### config.mk
export PLATFORM = sky130hd
export DESIGN_NAME = tzd_distance_supervision
export DESIGN_NICKNAME = d
export VERILOG_FILES = /design/src/tzd_pkg.sv /design/src/tzd_definite_timer.sv /design/src/tzd_distance_supervision.sv
export SDC_FILE = /design/constraint.sdc
export NUM_CORES = 1
export LEC_CHECK = 0
export BUFFER_PORTS_ARGS = -buffer_cell sky130_fd_sc_hd__buf_4
export CAP_MARGIN = 40
export CORE_MARGIN = 2
export CORE_UTILIZATION = 40
export CTS_BUF_LIST = sky130_fd_sc_hd__clkbuf_2 sky130_fd_sc_hd__clkbuf_4 sky130_fd_sc_hd__clkbuf_8
export CTS_CLUSTER_SIZE = 10
export DETAILED_ROUTE_END_ITERATION = 16
export MAX_ROUTING_LAYER = met4
export SYNTH_ARGS = -nofsm -noshare
export SYNTH_HDL_FRONTEND = slang
export SYNTH_SLANG_ARGS = --single-unit
### constraint.sdc
create_clock -name CLOCK -period 4.7 [get_ports CLOCK]
set_clock_uncertainty 0.15 [all_clocks]
set_input_delay 0.47 -clock CLOCK [delete_from_list [all_inputs] [get_ports CLOCK]]
set_output_delay 0.47 -clock CLOCK [all_outputs]
set_load 0.03 [all_outputs]
### src/tzd_pkg.sv
// Package for the two-zone distance supervision block: register map,
// field layouts, reset values, setting limits and timing constants.
// Assumes one 50 MHz clock and a 32-bit plain register port.
package tzd_pkg;

	// ==========================================================
	// Clock and timing
	localparam int unsigned CLOCK_HZ = 50000000;
	localparam int unsigned TICK_TIME_MS = 10;
	localparam int unsigned TICK_CYCLES = (CLOCK_HZ / 1000) * TICK_TIME_MS;
	localparam int unsigned TICK_WIDTH = 24;

	// ==========================================================
	// Register offsets (byte addresses)
	localparam logic [7:0] ADDR_CONTROL = 8'h00;
	localparam logic [7:0] ADDR_Z1_REACH = 8'h04;
	localparam logic [7:0] ADDR_Z1_SHAPE = 8'h08;
	localparam logic [7:0] ADDR_Z1_DELAY = 8'h0c;
	localparam logic [7:0] ADDR_Z2_REACH = 8'h10;
	localparam logic [7:0] ADDR_Z2_SHAPE = 8'h14;
	localparam logic [7:0] ADDR_Z2_DELAY = 8'h18;
	localparam logic [7:0] ADDR_LOAD = 8'h1c;
	localparam logic [7:0] ADDR_STATUS = 8'h20;
	localparam logic [7:0] ADDR_EVENT = 8'h24;
	localparam logic [7:0] ADDR_MASK = 8'h28;

	// ==========================================================
	// Field positions
	localparam int unsigned SHAPE_OFFSET_LSB = 0;
	localparam int unsigned SHAPE_ANGLE_LSB = 8;
	localparam int unsigned SHAPE_COMP_LSB = 16;
	localparam int unsigned LOAD_PF_LSB = 0;
	localparam int unsigned LOAD_MAX_LSB = 8;
	localparam int unsigned EVENT_COUNT = 5;
	localparam int unsigned EV_Z1_INST = 0;
	localparam int unsigned EV_Z1_DELAYED = 1;
	localparam int unsigned EV_Z2_INST = 2;
	localparam int unsigned EV_Z2_DELAYED = 3;
	localparam int unsigned EV_REFUSED = 4;

	// ==========================================================
	// Scheme selector codes
	localparam logic [1:0] SCHEME_NONE = 2'h0;
	localparam logic [1:0] SCHEME_DISTANCE = 2'h1;
	localparam logic [1:0] SCHEME_VOLT_CTRL = 2'h2;
	localparam logic [1:0] SCHEME_VOLT_REST = 2'h3;

	// Compensation codes
	localparam logic [1:0] COMP_ZERO = 2'h0;
	localparam logic [1:0] COMP_MINUS30 = 2'h1;
	localparam logic [1:0] COMP_PLUS30 = 2'h2;

	// ==========================================================
	// Limits: reach in 0.1 ohm, offset in 0.1 ohm, angle in degrees,
	// delay in 10 ms, power factor in 0.01, load in 0.1 per unit
	localparam logic [9:0] REACH_OFF = 10'h000;
	localparam logic [9:0] REACH_MAX = 10'h3e8;
	localparam logic [6:0] OFFSET_MAX = 7'h64;
	localparam logic [6:0] ANGLE_MIN = 7'h2d;
	localparam logic [6:0] ANGLE_MAX = 7'h5a;
	localparam logic [15:0] DELAY_MAX = 16'h9c40;
	localparam logic [6:0] PF_OFF = 7'h00;
	localparam logic [6:0] PF_MIN = 7'h32;
	localparam logic [6:0] PF_MAX = 7'h62;
	localparam logic [4:0] LOAD_MIN = 5'h05;
	localparam logic [4:0] LOAD_MAX = 5'h1e;

	// ==========================================================
	// Reset values
	localparam logic [1:0] RESET_SCHEME = SCHEME_DISTANCE;
	localparam logic [9:0] RESET_REACH = 10'h050;
	localparam logic [6:0] RESET_OFFSET = 7'h00;
	localparam logic [6:0] RESET_ANGLE = 7'h58;
	localparam logic [1:0] RESET_COMP = COMP_ZERO;
	localparam logic [15:0] RESET_DELAY = 16'h0000;
	localparam logic [6:0] RESET_PF = 7'h50;
	localparam logic [4:0] RESET_LOAD = 5'h0c;
	localparam logic [4:0] RESET_MASK = 5'h00;

	// ==========================================================
	// Carriers
	typedef struct packed {
		logic [9:0] reach;
		logic [6:0] offset;
		logic [6:0] angle;
		logic [1:0] comp;
		logic [15:0] delay;
	} tzd_zone_type;

	typedef struct packed {
		logic [6:0] min_power_factor;
		logic [4:0] max_load_per_unit;
	} tzd_load_type;

	typedef struct packed {
		logic inst_pickup;
		logic delayed_pickup;
	} tzd_pickup_type;

endpackage

### src/tzd_definite_timer.sv
// Definite-time delay counter for one zone, counting 10 ms ticks.
// Assumes run is the zone's combinational pickup; clears when run drops.
`timescale 1ns/10ps
module tzd_definite_timer #(
	parameter int unsigned TICK_CYCLES = tzd_pkg::TICK_CYCLES
) (
	input wire logic clock,
	input wire logic resetn,
	input wire logic run,
	input wire logic [15:0] delay,
	output logic expired
);
	import tzd_pkg::*;

	logic [TICK_WIDTH-1:0] sub_count;
	logic [15:0] ticks;

	// ==========================================================
	// Tick counting, restarted from zero on each new pickup
	always_ff @(posedge clock or negedge resetn) begin
		if (!resetn) begin
			sub_count <= '0;
			ticks <= 16'h0000;
		end else if (!run) begin
			sub_count <= '0;
			ticks <= 16'h0000;
		end else if (ticks < delay) begin
			if (sub_count == TICK_WIDTH'(TICK_CYCLES - 1)) begin
				sub_count <= '0;
				ticks <= ticks + 16'h0001;
			end else begin
				sub_count <= sub_count + 1'b1;
			end
		end
	end

	// Expiry follows run on the same edge, so a drop clears it at once
	always_ff @(posedge clock or negedge resetn) begin
		if (!resetn) begin
			expired <= 1'b0;
		end else begin
			expired <= run && (ticks >= delay);
		end
	end

endmodule

### src/tzd_distance_supervision.sv
// Two-zone phase distance supervision: enables, blocking, load
// encroachment gate, instantaneous and definite-time pickup outputs,
// setting registers, event status and interrupt.
// Assumes mho comparators and the load region detector sit outside and
// deliver levels synchronous to CLOCK.
//
// Summary of operation
// - Zones run only with distance scheme selected
// - Reach OFF disables that zone completely
// - Reach 0.1-100.0, offset 0.0-10.0 ohms each
// - Torque angle settable 45 to 90 degrees
// - Compensation angle only 0, -30, +30
// - Delayed pickup after 0.00-400.00 s persistence
// - Torque control zero blocks both zones
// - Loss of potential blocks both zones
// - Power factor OFF disables load encroachment
// - Maximum load accepted 0.5 to 3.0
// - Instantaneous and delayed bit per zone
// - Load region blocks distance operation
//
// The register offsets and the strobed register port were left to the implementer.
`timescale 1ns/10ps
module tzd_distance_supervision #(
	parameter int unsigned TICK_CYCLES = tzd_pkg::TICK_CYCLES
) (
	input wire logic CLOCK,
	input wire logic RESETN,
	input wire logic [7:0] ADDR,
	input wire logic [31:0] WDATA,
	input wire logic WRITE,
	input wire logic READ,
	output logic [31:0] RDATA,
	input wire logic ZONE1_MHO_PICKUP,
	input wire logic ZONE2_MHO_PICKUP,
	input wire logic LOAD_REGION,
	input wire logic DISTANCE_TORQUE_CONTROL,
	input wire logic LOSS_OF_POTENTIAL,
	output tzd_pkg::tzd_zone_type ZONE1_SETTINGS,
	output tzd_pkg::tzd_zone_type ZONE2_SETTINGS,
	output tzd_pkg::tzd_load_type LOAD_SETTINGS,
	output tzd_pkg::tzd_pickup_type ZONE1_PICKUP,
	output tzd_pkg::tzd_pickup_type ZONE2_PICKUP,
	output logic IRQ
);
	import tzd_pkg::*;

	// ==========================================================
	// Setting checks
	function automatic logic reach_ok(input logic [9:0] v);
		reach_ok = (v <= REACH_MAX);
	endfunction

	function automatic logic shape_ok(input logic [31:0] d);
		logic [6:0] off;
		logic [6:0] ang;
		logic [1:0] cmp;
		off = d[SHAPE_OFFSET_LSB +: 7];
		ang = d[SHAPE_ANGLE_LSB +: 7];
		cmp = d[SHAPE_COMP_LSB +: 2];
		shape_ok = (off <= OFFSET_MAX) && (ang >= ANGLE_MIN) && (ang <= ANGLE_MAX)
			&& ((cmp == COMP_ZERO) || (cmp == COMP_MINUS30) || (cmp == COMP_PLUS30));
	endfunction

	function automatic logic load_ok(input logic [31:0] d);
		logic [6:0] pf;
		logic [4:0] mx;
		pf = d[LOAD_PF_LSB +: 7];
		mx = d[LOAD_MAX_LSB +: 5];
		load_ok = ((pf == PF_OFF) || ((pf >= PF_MIN) && (pf <= PF_MAX)))
			&& (mx >= LOAD_MIN) && (mx <= LOAD_MAX);
	endfunction

	// Live pickup view, shared by status read and event edges
	function automatic logic [3:0] pickup_word(input logic [1:0] i, input logic [1:0] e);
		pickup_word = {e[1], i[1], e[0], i[0]};
	endfunction

	function automatic logic [31:0] zone_word(input tzd_zone_type z, input logic [1:0] sel);
		zone_word = 32'h00000000;
		case (sel)
			2'h0: zone_word[9:0] = z.reach;
			2'h1: begin
				zone_word[SHAPE_OFFSET_LSB +: 7] = z.offset;
				zone_word[SHAPE_ANGLE_LSB +: 7] = z.angle;
				zone_word[SHAPE_COMP_LSB +: 2] = z.comp;
			end
			2'h2: zone_word[15:0] = z.delay;
			default: zone_word = 32'h00000000;
		endcase
	endfunction

	// ==========================================================
	// Register storage
	logic [1:0] backup_scheme_select;
	tzd_zone_type zone [2];
	logic [6:0] min_power_factor;
	logic [4:0] max_load_per_unit;
	logic [EVENT_COUNT-1:0] event_status;
	logic [EVENT_COUNT-1:0] event_mask;

	logic write_refused;
	logic [1:0] zone_sel;
	logic [1:0] field_sel;
	logic zone_hit;

	// Decode a zone register address into zone index and field
	always_comb begin
		zone_hit = 1'b1;
		zone_sel = 2'h0;
		field_sel = 2'h0;
		case (ADDR)
			ADDR_Z1_REACH: field_sel = 2'h0;
			ADDR_Z1_SHAPE: field_sel = 2'h1;
			ADDR_Z1_DELAY: field_sel = 2'h2;
			ADDR_Z2_REACH: begin
				zone_sel = 2'h1;
				field_sel = 2'h0;
			end
			ADDR_Z2_SHAPE: begin
				zone_sel = 2'h1;
				field_sel = 2'h1;
			end
			ADDR_Z2_DELAY: begin
				zone_sel = 2'h1;
				field_sel = 2'h2;
			end
			default: zone_hit = 1'b0;
		endcase
	end

	// Out-of-range values are refused whole so a zone never runs
	// on a half-written setting
	always_comb begin
		write_refused = 1'b0;
		if (WRITE) begin
			case (ADDR)
				ADDR_Z1_REACH, ADDR_Z2_REACH: write_refused = !reach_ok(WDATA[9:0]);
				ADDR_Z1_SHAPE, ADDR_Z2_SHAPE: write_refused = !shape_ok(WDATA);
				ADDR_Z1_DELAY, ADDR_Z2_DELAY: write_refused = (WDATA[15:0] > DELAY_MAX);
				ADDR_LOAD: write_refused = !load_ok(WDATA);
				default: write_refused = 1'b0;
			endcase
		end
	end

	// ==========================================================
	// Scheme and load settings
	always_ff @(posedge CLOCK or negedge RESETN) begin
		if (!RESETN) begin
			backup_scheme_select <= RESET_SCHEME;
			min_power_factor <= RESET_PF;
			max_load_per_unit <= RESET_LOAD;
		end else if (WRITE && !write_refused) begin
			if (ADDR == ADDR_CONTROL) begin
				backup_scheme_select <= WDATA[1:0];
			end
			if (ADDR == ADDR_LOAD) begin
				min_power_factor <= WDATA[LOAD_PF_LSB +: 7];
				max_load_per_unit <= WDATA[LOAD_MAX_LSB +: 5];
			end
		end
	end

	// ==========================================================
	// Zone settings, each zone independent
	always_ff @(posedge CLOCK or negedge RESETN) begin
		if (!RESETN) begin
			for (int i = 0; i < 2; i++) begin
				zone[i].reach <= RESET_REACH;
				zone[i].offset <= RESET_OFFSET;
				zone[i].angle <= RESET_ANGLE;
				zone[i].comp <= RESET_COMP;
				zone[i].delay <= RESET_DELAY;
			end
		end else if (WRITE && !write_refused && zone_hit) begin
			case (field_sel)
				2'h0: zone[zone_sel[0]].reach <= WDATA[9:0];
				2'h1: begin
					zone[zone_sel[0]].offset <= WDATA[SHAPE_OFFSET_LSB +: 7];
					zone[zone_sel[0]].angle <= WDATA[SHAPE_ANGLE_LSB +: 7];
					zone[zone_sel[0]].comp <= WDATA[SHAPE_COMP_LSB +: 2];
				end
				2'h2: zone[zone_sel[0]].delay <= WDATA[15:0];
				default: zone[zone_sel[0]].delay <= zone[zone_sel[0]].delay;
			endcase
		end
	end

	// ==========================================================
	// Supervision gate
	logic scheme_on;
	logic block_all;
	logic load_block;
	logic [1:0] mho;
	logic [1:0] next_inst;
	logic [1:0] inst;
	logic [1:0] expired;

	assign mho = {ZONE2_MHO_PICKUP, ZONE1_MHO_PICKUP};

	always_comb begin
		scheme_on = (backup_scheme_select == SCHEME_DISTANCE);
		load_block = (min_power_factor != PF_OFF) && LOAD_REGION;
		block_all = !DISTANCE_TORQUE_CONTROL || LOSS_OF_POTENTIAL || load_block;
		for (int i = 0; i < 2; i++) begin
			next_inst[i] = scheme_on && (zone[i].reach != REACH_OFF) && !block_all
				&& mho[i];
		end
	end

	// Pickup bits leave on flops, one edge after the inputs
	always_ff @(posedge CLOCK or negedge RESETN) begin
		if (!RESETN) begin
			inst <= 2'h0;
		end else begin
			inst <= next_inst;
		end
	end

	// ==========================================================
	// Definite-time delays
	// Fed from the unregistered pickup, so a zero delay
	// raises both bits on the same edge
	// persistence timer per zone
	for (genvar g = 0; g < 2; g++) begin : g_timer
		tzd_definite_timer #(
			.TICK_CYCLES(TICK_CYCLES)
		) u_timer (
			.clock(CLOCK),
			.resetn(RESETN),
			.run(next_inst[g]),
			.delay(zone[g].delay),
			.expired(expired[g])
		);
	end

	// ==========================================================
	// Outputs
	// two bits per zone
	assign ZONE1_PICKUP.inst_pickup = inst[0];
	assign ZONE1_PICKUP.delayed_pickup = expired[0];
	assign ZONE2_PICKUP.inst_pickup = inst[1];
	assign ZONE2_PICKUP.delayed_pickup = expired[1];
	assign ZONE1_SETTINGS = zone[0];
	assign ZONE2_SETTINGS = zone[1];
	assign LOAD_SETTINGS.min_power_factor = min_power_factor;
	assign LOAD_SETTINGS.max_load_per_unit = max_load_per_unit;

	// ==========================================================
	// Events and interrupt
	logic [3:0] prev_out;
	logic [3:0] pickup_now;
	logic [EVENT_COUNT-1:0] event_set;
	logic [EVENT_COUNT-1:0] event_clear;

	assign pickup_now = pickup_word(inst, expired);

	always_ff @(posedge CLOCK or negedge RESETN) begin
		if (!RESETN) begin
			prev_out <= 4'h0;
		end else begin
			prev_out <= pickup_now;
		end
	end

	always_comb begin
		event_set = '0;
		event_set[EV_Z1_INST] = inst[0] && !prev_out[0];
		event_set[EV_Z1_DELAYED] = expired[0] && !prev_out[1];
		event_set[EV_Z2_INST] = inst[1] && !prev_out[2];
		event_set[EV_Z2_DELAYED] = expired[1] && !prev_out[3];
		event_set[EV_REFUSED] = write_refused;
		event_clear = (WRITE && ADDR == ADDR_EVENT) ? WDATA[EVENT_COUNT-1:0] : '0;
	end

	// A new event in the clearing cycle survives the clear
	always_ff @(posedge CLOCK or negedge RESETN) begin
		if (!RESETN) begin
			event_status <= '0;
		end else begin
			event_status <= (event_status & ~event_clear) | event_set;
		end
	end

	always_ff @(posedge CLOCK or negedge RESETN) begin
		if (!RESETN) begin
			event_mask <= RESET_MASK;
		end else if (WRITE && ADDR == ADDR_MASK) begin
			event_mask <= WDATA[EVENT_COUNT-1:0];
		end
	end

	// Level output; stays up until software clears or masks the event
	assign IRQ = |(event_status & event_mask);

	// ==========================================================
	// Read port, data one cycle after the strobe
	logic [31:0] next_rdata;

	always_comb begin
		next_rdata = 32'h00000000;
		if (zone_hit) begin
			next_rdata = zone_word(zone[zone_sel[0]], field_sel);
		end else begin
			case (ADDR)
				ADDR_CONTROL: next_rdata[1:0] = backup_scheme_select;
				ADDR_LOAD: begin
					next_rdata[LOAD_PF_LSB +: 7] = min_power_factor;
					next_rdata[LOAD_MAX_LSB +: 5] = max_load_per_unit;
				end
				ADDR_STATUS: next_rdata[3:0] = pickup_now;
				ADDR_EVENT: next_rdata[EVENT_COUNT-1:0] = event_status;
				ADDR_MASK: next_rdata[EVENT_COUNT-1:0] = event_mask;
				default: next_rdata = 32'h00000000;
			endcase
		end
	end

	// Zero outside the answer cycle, so a stale word never lingers
	always_ff @(posedge CLOCK or negedge RESETN) begin
		if (!RESETN) begin
			RDATA <= 32'h00000000;
		end else if (READ) begin
			RDATA <= next_rdata;
		end else begin
			RDATA <= 32'h00000000;
		end
	end

endmodule

Word level (Yosys, flattened, before mapping) --
Index checks and enable logic that the tools add are counted.
Cells by class: add/sub/neg operators 4, magnitude comparators 15, equal/unequal tests 21, muxes and demuxes 51, bitwise operators 5, reductions and logical operators 56
Operators with widths (number):
- bitwise mux 84 bit | 6
- case mux 84 bit (3 select lines) | 1
- demux 42 bit (select 1 bit) | 5
- 2-to-1 mux 42 bit | 4
- 2-to-1 mux 24 bit | 6
- 2-to-1 mux 16 bit | 7
- 2-to-1 mux 32 bit | 2
- adder 24 x 1 -> 24 bit, second input constant | 2
- equality test 24 x 19 -> 1 bit, second input constant | 2
- 2-to-1 mux 18 bit | 2
- adder 16 x 1 -> 16 bit, second input constant | 2
- equality test 8 x 5 -> 1 bit, second input constant | 4
- greater-or-equal comparator 16 bit | 2
- less-than comparator 16 bit | 2
- 2-to-1 mux 25 bit | 1
- equality test 8 x 6 -> 1 bit, second input constant | 3
- logical AND 1 bit | 24
- less-or-equal comparator 7 bit, second input constant | 3
- case mux 7 bit (3 select lines) | 1
- nonzero test 10 bit | 2
- equality test 8 x 4 -> 1 bit, second input constant | 2
- > comparator 16 bit, second input constant | 1
- greater-or-equal comparator 7 x 6 -> 1 bit, second input constant | 2
- bitwise AND 5 bit | 2
- 34 further kinds | 64
Word-level totals: register bits after elaboration 228, output and inout port bits 133

Depth between registers and ports, before layout --
word-level depth 12, gate-level depth with buffers 13, depth with buffers taken out 9

Modules after synthesis --
From an unflattened synthesis, not the netlist that was laid out.
Second synthesis, totals: cells, all modules 1291, area, all modules 11857.6 sq um
By module, submodules not included:
- tzd_distance_supervision | instances 1, cells each 646, area an instance 6343.6 sq um
- tzd_definite_timer (g_timer[0].u_timer) | instances 1, cells each 329, area an instance 2824.0 sq um
- tzd_definite_timer (g_timer[1].u_timer) | instances 1, cells each 316, area an instance 2690.1 sq um

Worst setup path before layout --
No wires, ideal clock.
kind input port to flip-flop, start point in ADDR[1], end point reg RDATA[3], setup time 84 ps, arrival 2716 ps, data required time 4466 ps, slack 1750 ps, stages 11, cells stage by stage or4_4 nor2_1 o21ai_0 inv_1 ha_1 clkbuf_1 clkbuf_1 a221oi_1 o22ai_1 nand2_1 a21boi_0
Between the ends: cells in the longest elaborated chain, start to end 10, elaborated cells between the ends (all ways) 28, those cells by class eq/ne (12); mux (10); bitwise (1); reduce/logical (5)
Ends and longest elaborated chain:
- start, declared | RTL line tzd_distance_supervision.sv:28 | input wire logic [7:0] ADDR,
- equality test 8 x 5 -> 1 bit | RTL line tzd_distance_supervision.sv:111 | case (ADDR)
- OR reduction 3 bit (no line)
- 2-to-1 mux 1 bit | RTL line tzd_distance_supervision.sv:111
- NOT 1 -> 2 bit (implied by the code) | RTL line tzd_distance_supervision.sv:303 | next_rdata = zone_word(zone[zone_sel[0]], field_sel);
- 2-to-1 mux 42 bit (implied by the code) (3 in series) | RTL line tzd_distance_supervision.sv:303
- case mux 7 bit (3 select lines) | RTL line tzd_distance_supervision.sv:80 | case (sel)
- 2-to-1 mux 18 bit (*) | RTL line tzd_distance_supervision.sv:302 | if (zone_hit) begin
- 2-to-1 mux 32 bit (*) | RTL line tzd_distance_supervision.sv:323 | end else if (READ) begin
- end signal, assigned | RTL line tzd_distance_supervision.sv:324 | RDATA <= next_rdata;
- end, declared | RTL line tzd_distance_supervision.sv:32 | output logic [31:0] RDATA,
Every way passes the cells marked *; elsewhere a longest branch is shown, timed or not. The select of a mux whose other input is x is not followed. A chain may end at the register's enable or synchronous reset.

==> out/qor.yml <==
timing:
  setup_viol: 0
  period_needed_ns: 3.26
  finalCritPeriodShare_pct: 69.4
  worst_slew_pin_slew_ns: 0.813
  slew_viol_final: 0
  slew_headroom_pct: 45.8
  fin_tns_setup_ns: 0
  rsz0062_at_grt: "false"
  fin_hold_ws_ns: 0.0300
  finalHoldViolCount: 0
  timing.fmax_mhz: 307
critical_path:
  rrSetupSlack_ns: 1.44
  start_kind: "flop"
  crit_slowest_cell: "dfrtp_1"
  slowest_delay_ns: 0.53
  crit_chain: "inv_1 -> ha_1 -> nand4_1 -> nor4_1 -> o21ai_0 -> nand4_1 -> buf_4 -> nand2_1 -> a21oi_1"
  path_max_fanout: 18
  arrival_ns: 3.56
  worst-setup-path-type: "flop to flop"
  cp.required_ns: 5.00
  cpMostUsedCell: "nand4_1"
  end_kind: "flop"
clock_tree:
  clk_latency_ns: 0.57
  htreeDepth: 2
  cts_resized: 0
  cts_tree: "done"
  numCtsBuffers: 40
  root_buffer: "clkbuf_8"
  clock_path_buffers: 3
  cts_hold_buf: 2
  clock_sinks: 214
  path_clk_slew_ns: 0.06
  post-cts-setup-buffers: 0
power_and_ir_drop:
  ir_drop_uv: 146
  power_density_nw_per_um2: 308
  p_leak_uw: 0.00613
final_layout:
  layout.nets: 1365
  syn2layout_area_growth_pct: 20.2
  multi_input_area_um2: 5400
  antenna_cells: 0
  fillers: 2633
  drive_above_1_share_pct: 24.2
  area.sequential_um2: 5370
detailed_routing:
  detail_route.wl_per_cell_um: 20.3
  vias: 9504
  drtPass1Iterations: 5
  viasPerCell: 5.64
  ant_nets: 0
  routed_wl_mm: 34.2
  drt_iter0_drc: 778
  remaining_drc_errors: 0
logic_synthesis:
  synth.avg_cell_area_um2: 10.2
  synth.top_cells.by_area: "dfrtp_1, a22o_1, ha_1"
  yosysTopAreaCellShare_pct: 43.6
  async_flop_share_pct: 100
  yosysMostFrequentCell: "dfrtp_1"
  synth.yosys.seq_area_share_pct: 47.0
  ys_ff_latch: 214
  synth_edf_count: 0
  yosys_warnings: 0
  synthCells: 1125
  synthTopCellsByCount: "dfrtp_1, nor2_1, a22o_1, nand2_1, inv_1"
  synthFlopType: "dfrtp_1"
  synth_largest_area_cell: "dfrtp_1"
  synth_cell_type_count: 76
  synth_area_um2: 11400
global_route:
  grt_pass1_vias: 9310
  grt_pass1_wl_mm: 54.0
  overflow: 0
  grt_usage_pct: 23.3
  grt_max_degree: 68
  grt_antenna_before_repair: 0
job:
  drv_cap: 0
floorplanning:
  die-area_um2: 29900
  dieWidth_um: 173
  start_util_pct: 40.9
  rows: 61
  core_area_um2: 27900
  pin_count: 182
  dieHeight_um: 173
place:
  numPortBuffers: 153
  place.gp.congestion: 0.888
  hpwl_mm: 23.9
status:
  status: "complete, no violations"
worst_hold_path:
  holdCritPathClass: "primary input to flop"
==> area by class of cell <==
type	instances	area share (%)
Clock inverter	14	0.911
Timing Repair Buffer	174	9.88
Multi-Input combinational cell	784	39.3
Tap cell	378	3.44
Clock buffer	60	5.65
Inverter	62	1.69
Sequential cell	214	39.1
==> kinds of logic (layout without fill, tap and decap cells) <==
family | after synthesis | in the layout | synth area share, %
simple gates | 373 | 373 | 17.5
compound gates | 265 | 265 | 17.1
flops | 214 | 214 | 47.0
buf+inv | 140 | 310 | 6.21
xor+xnor | 46 | 46 | 3.53
mux | 46 | 46 | 4.25
fa+ha+maj | 40 | 40 | 4.38
other cells | 1 | 14 | 0.0328
==> worst max-delay path, delay by kind of cell, from the launching register on <==
family | cells | cell delay, ns
AND/OR/NAND/NOR | 4 | 1.32
AO/OA/AOI/OAI | 2 | 0.50
adder cells (fa/ha/maj) | 1 | 0.31
buffers and inverters | 2 | 0.35
flip-flops | 1 | 0.53
==> cell usage in the layout (no fill, tap or decap), types with 4 or more instances in the layout <==
master	n
buf_4	168
a221oi_1	21
clkbuf_4	8
clkinv_2	10
nand2_1	72
mux2_2	20
dfrtp_1	199
conb_1	14
o21a_1	4
nand2b_1	5
nand4_1	25
a22o_2	12
and2_1	6
nor4_1	21
a22o_1	78
nor3_1	26
clkbuf_8	53
or4_1	7
o22ai_1	15
or3_1	22
a21o_1	4
xnor2_1	27
ha_1	40
a22oi_1	12
xor2_1	19
dfstp_2	15
mux2i_1	26
nor2b_1	12
o21ai_0	35
and3_2	4
nand3_1	38
a21oi_1	54
nor2_1	88
and3_1	17
inv_1	60
==> power by group <==
part	internal [uW]	leakage, uW	total (uW)	switching, uW
registers	1880	0.00293	1920	38.4
clock network	1170	0.000478	2000	828
logic	112	0.00272	314	203
total	3160	0.00613	4230	1070
==> per-stage QoR <==
stage	worst slack [ns]	total power [uW]	instances	utilization [%]	instance area, um^2
2_1_floorplan	1.75	2110	1138	-	11500
3_3_place_gp	1.08	2260	1608	45.7	12800
3_5_place_dp	1.07	2260	1610	45.9	12800
4_1_cts	1.41	4280	1686	49.2	13700
5_1_grt	1.14	4380	1686	49.2	13700
6_report	1.44	4230	1686	49.2	13700
==> per-layer routing <==
layer	share of wire (%)	track usage, %	vias up
li1	-	-	4400
met1	43	30.2	4684
met2	47	37.2	364
met3	7.5	4.40	56
met4	2.4	6.78	0
met5	0	-	-
==> final timing paths <==
| path | start | end | cells after the start |
|---|---|---|---|
| setup / recovery | flop | g_timer[0].u_timer.sub_count[3] | 9 |
| hold / removal | WRITE | event_status[4] | 2 |
| setup reg to reg | flop | g_timer[0].u_timer.sub_count[3] | 9 |
| hold reg to reg | g_timer[0].u_timer.expired | prev_out[1] | 0 |
| max in group asynchronous | RESETN | g_timer[1].u_timer.sub_count[9] | 4 |
| min in group asynchronous | RESETN | RDATA[5] | 2 |
No activity file was read; power rests on OpenSTA's default activity.
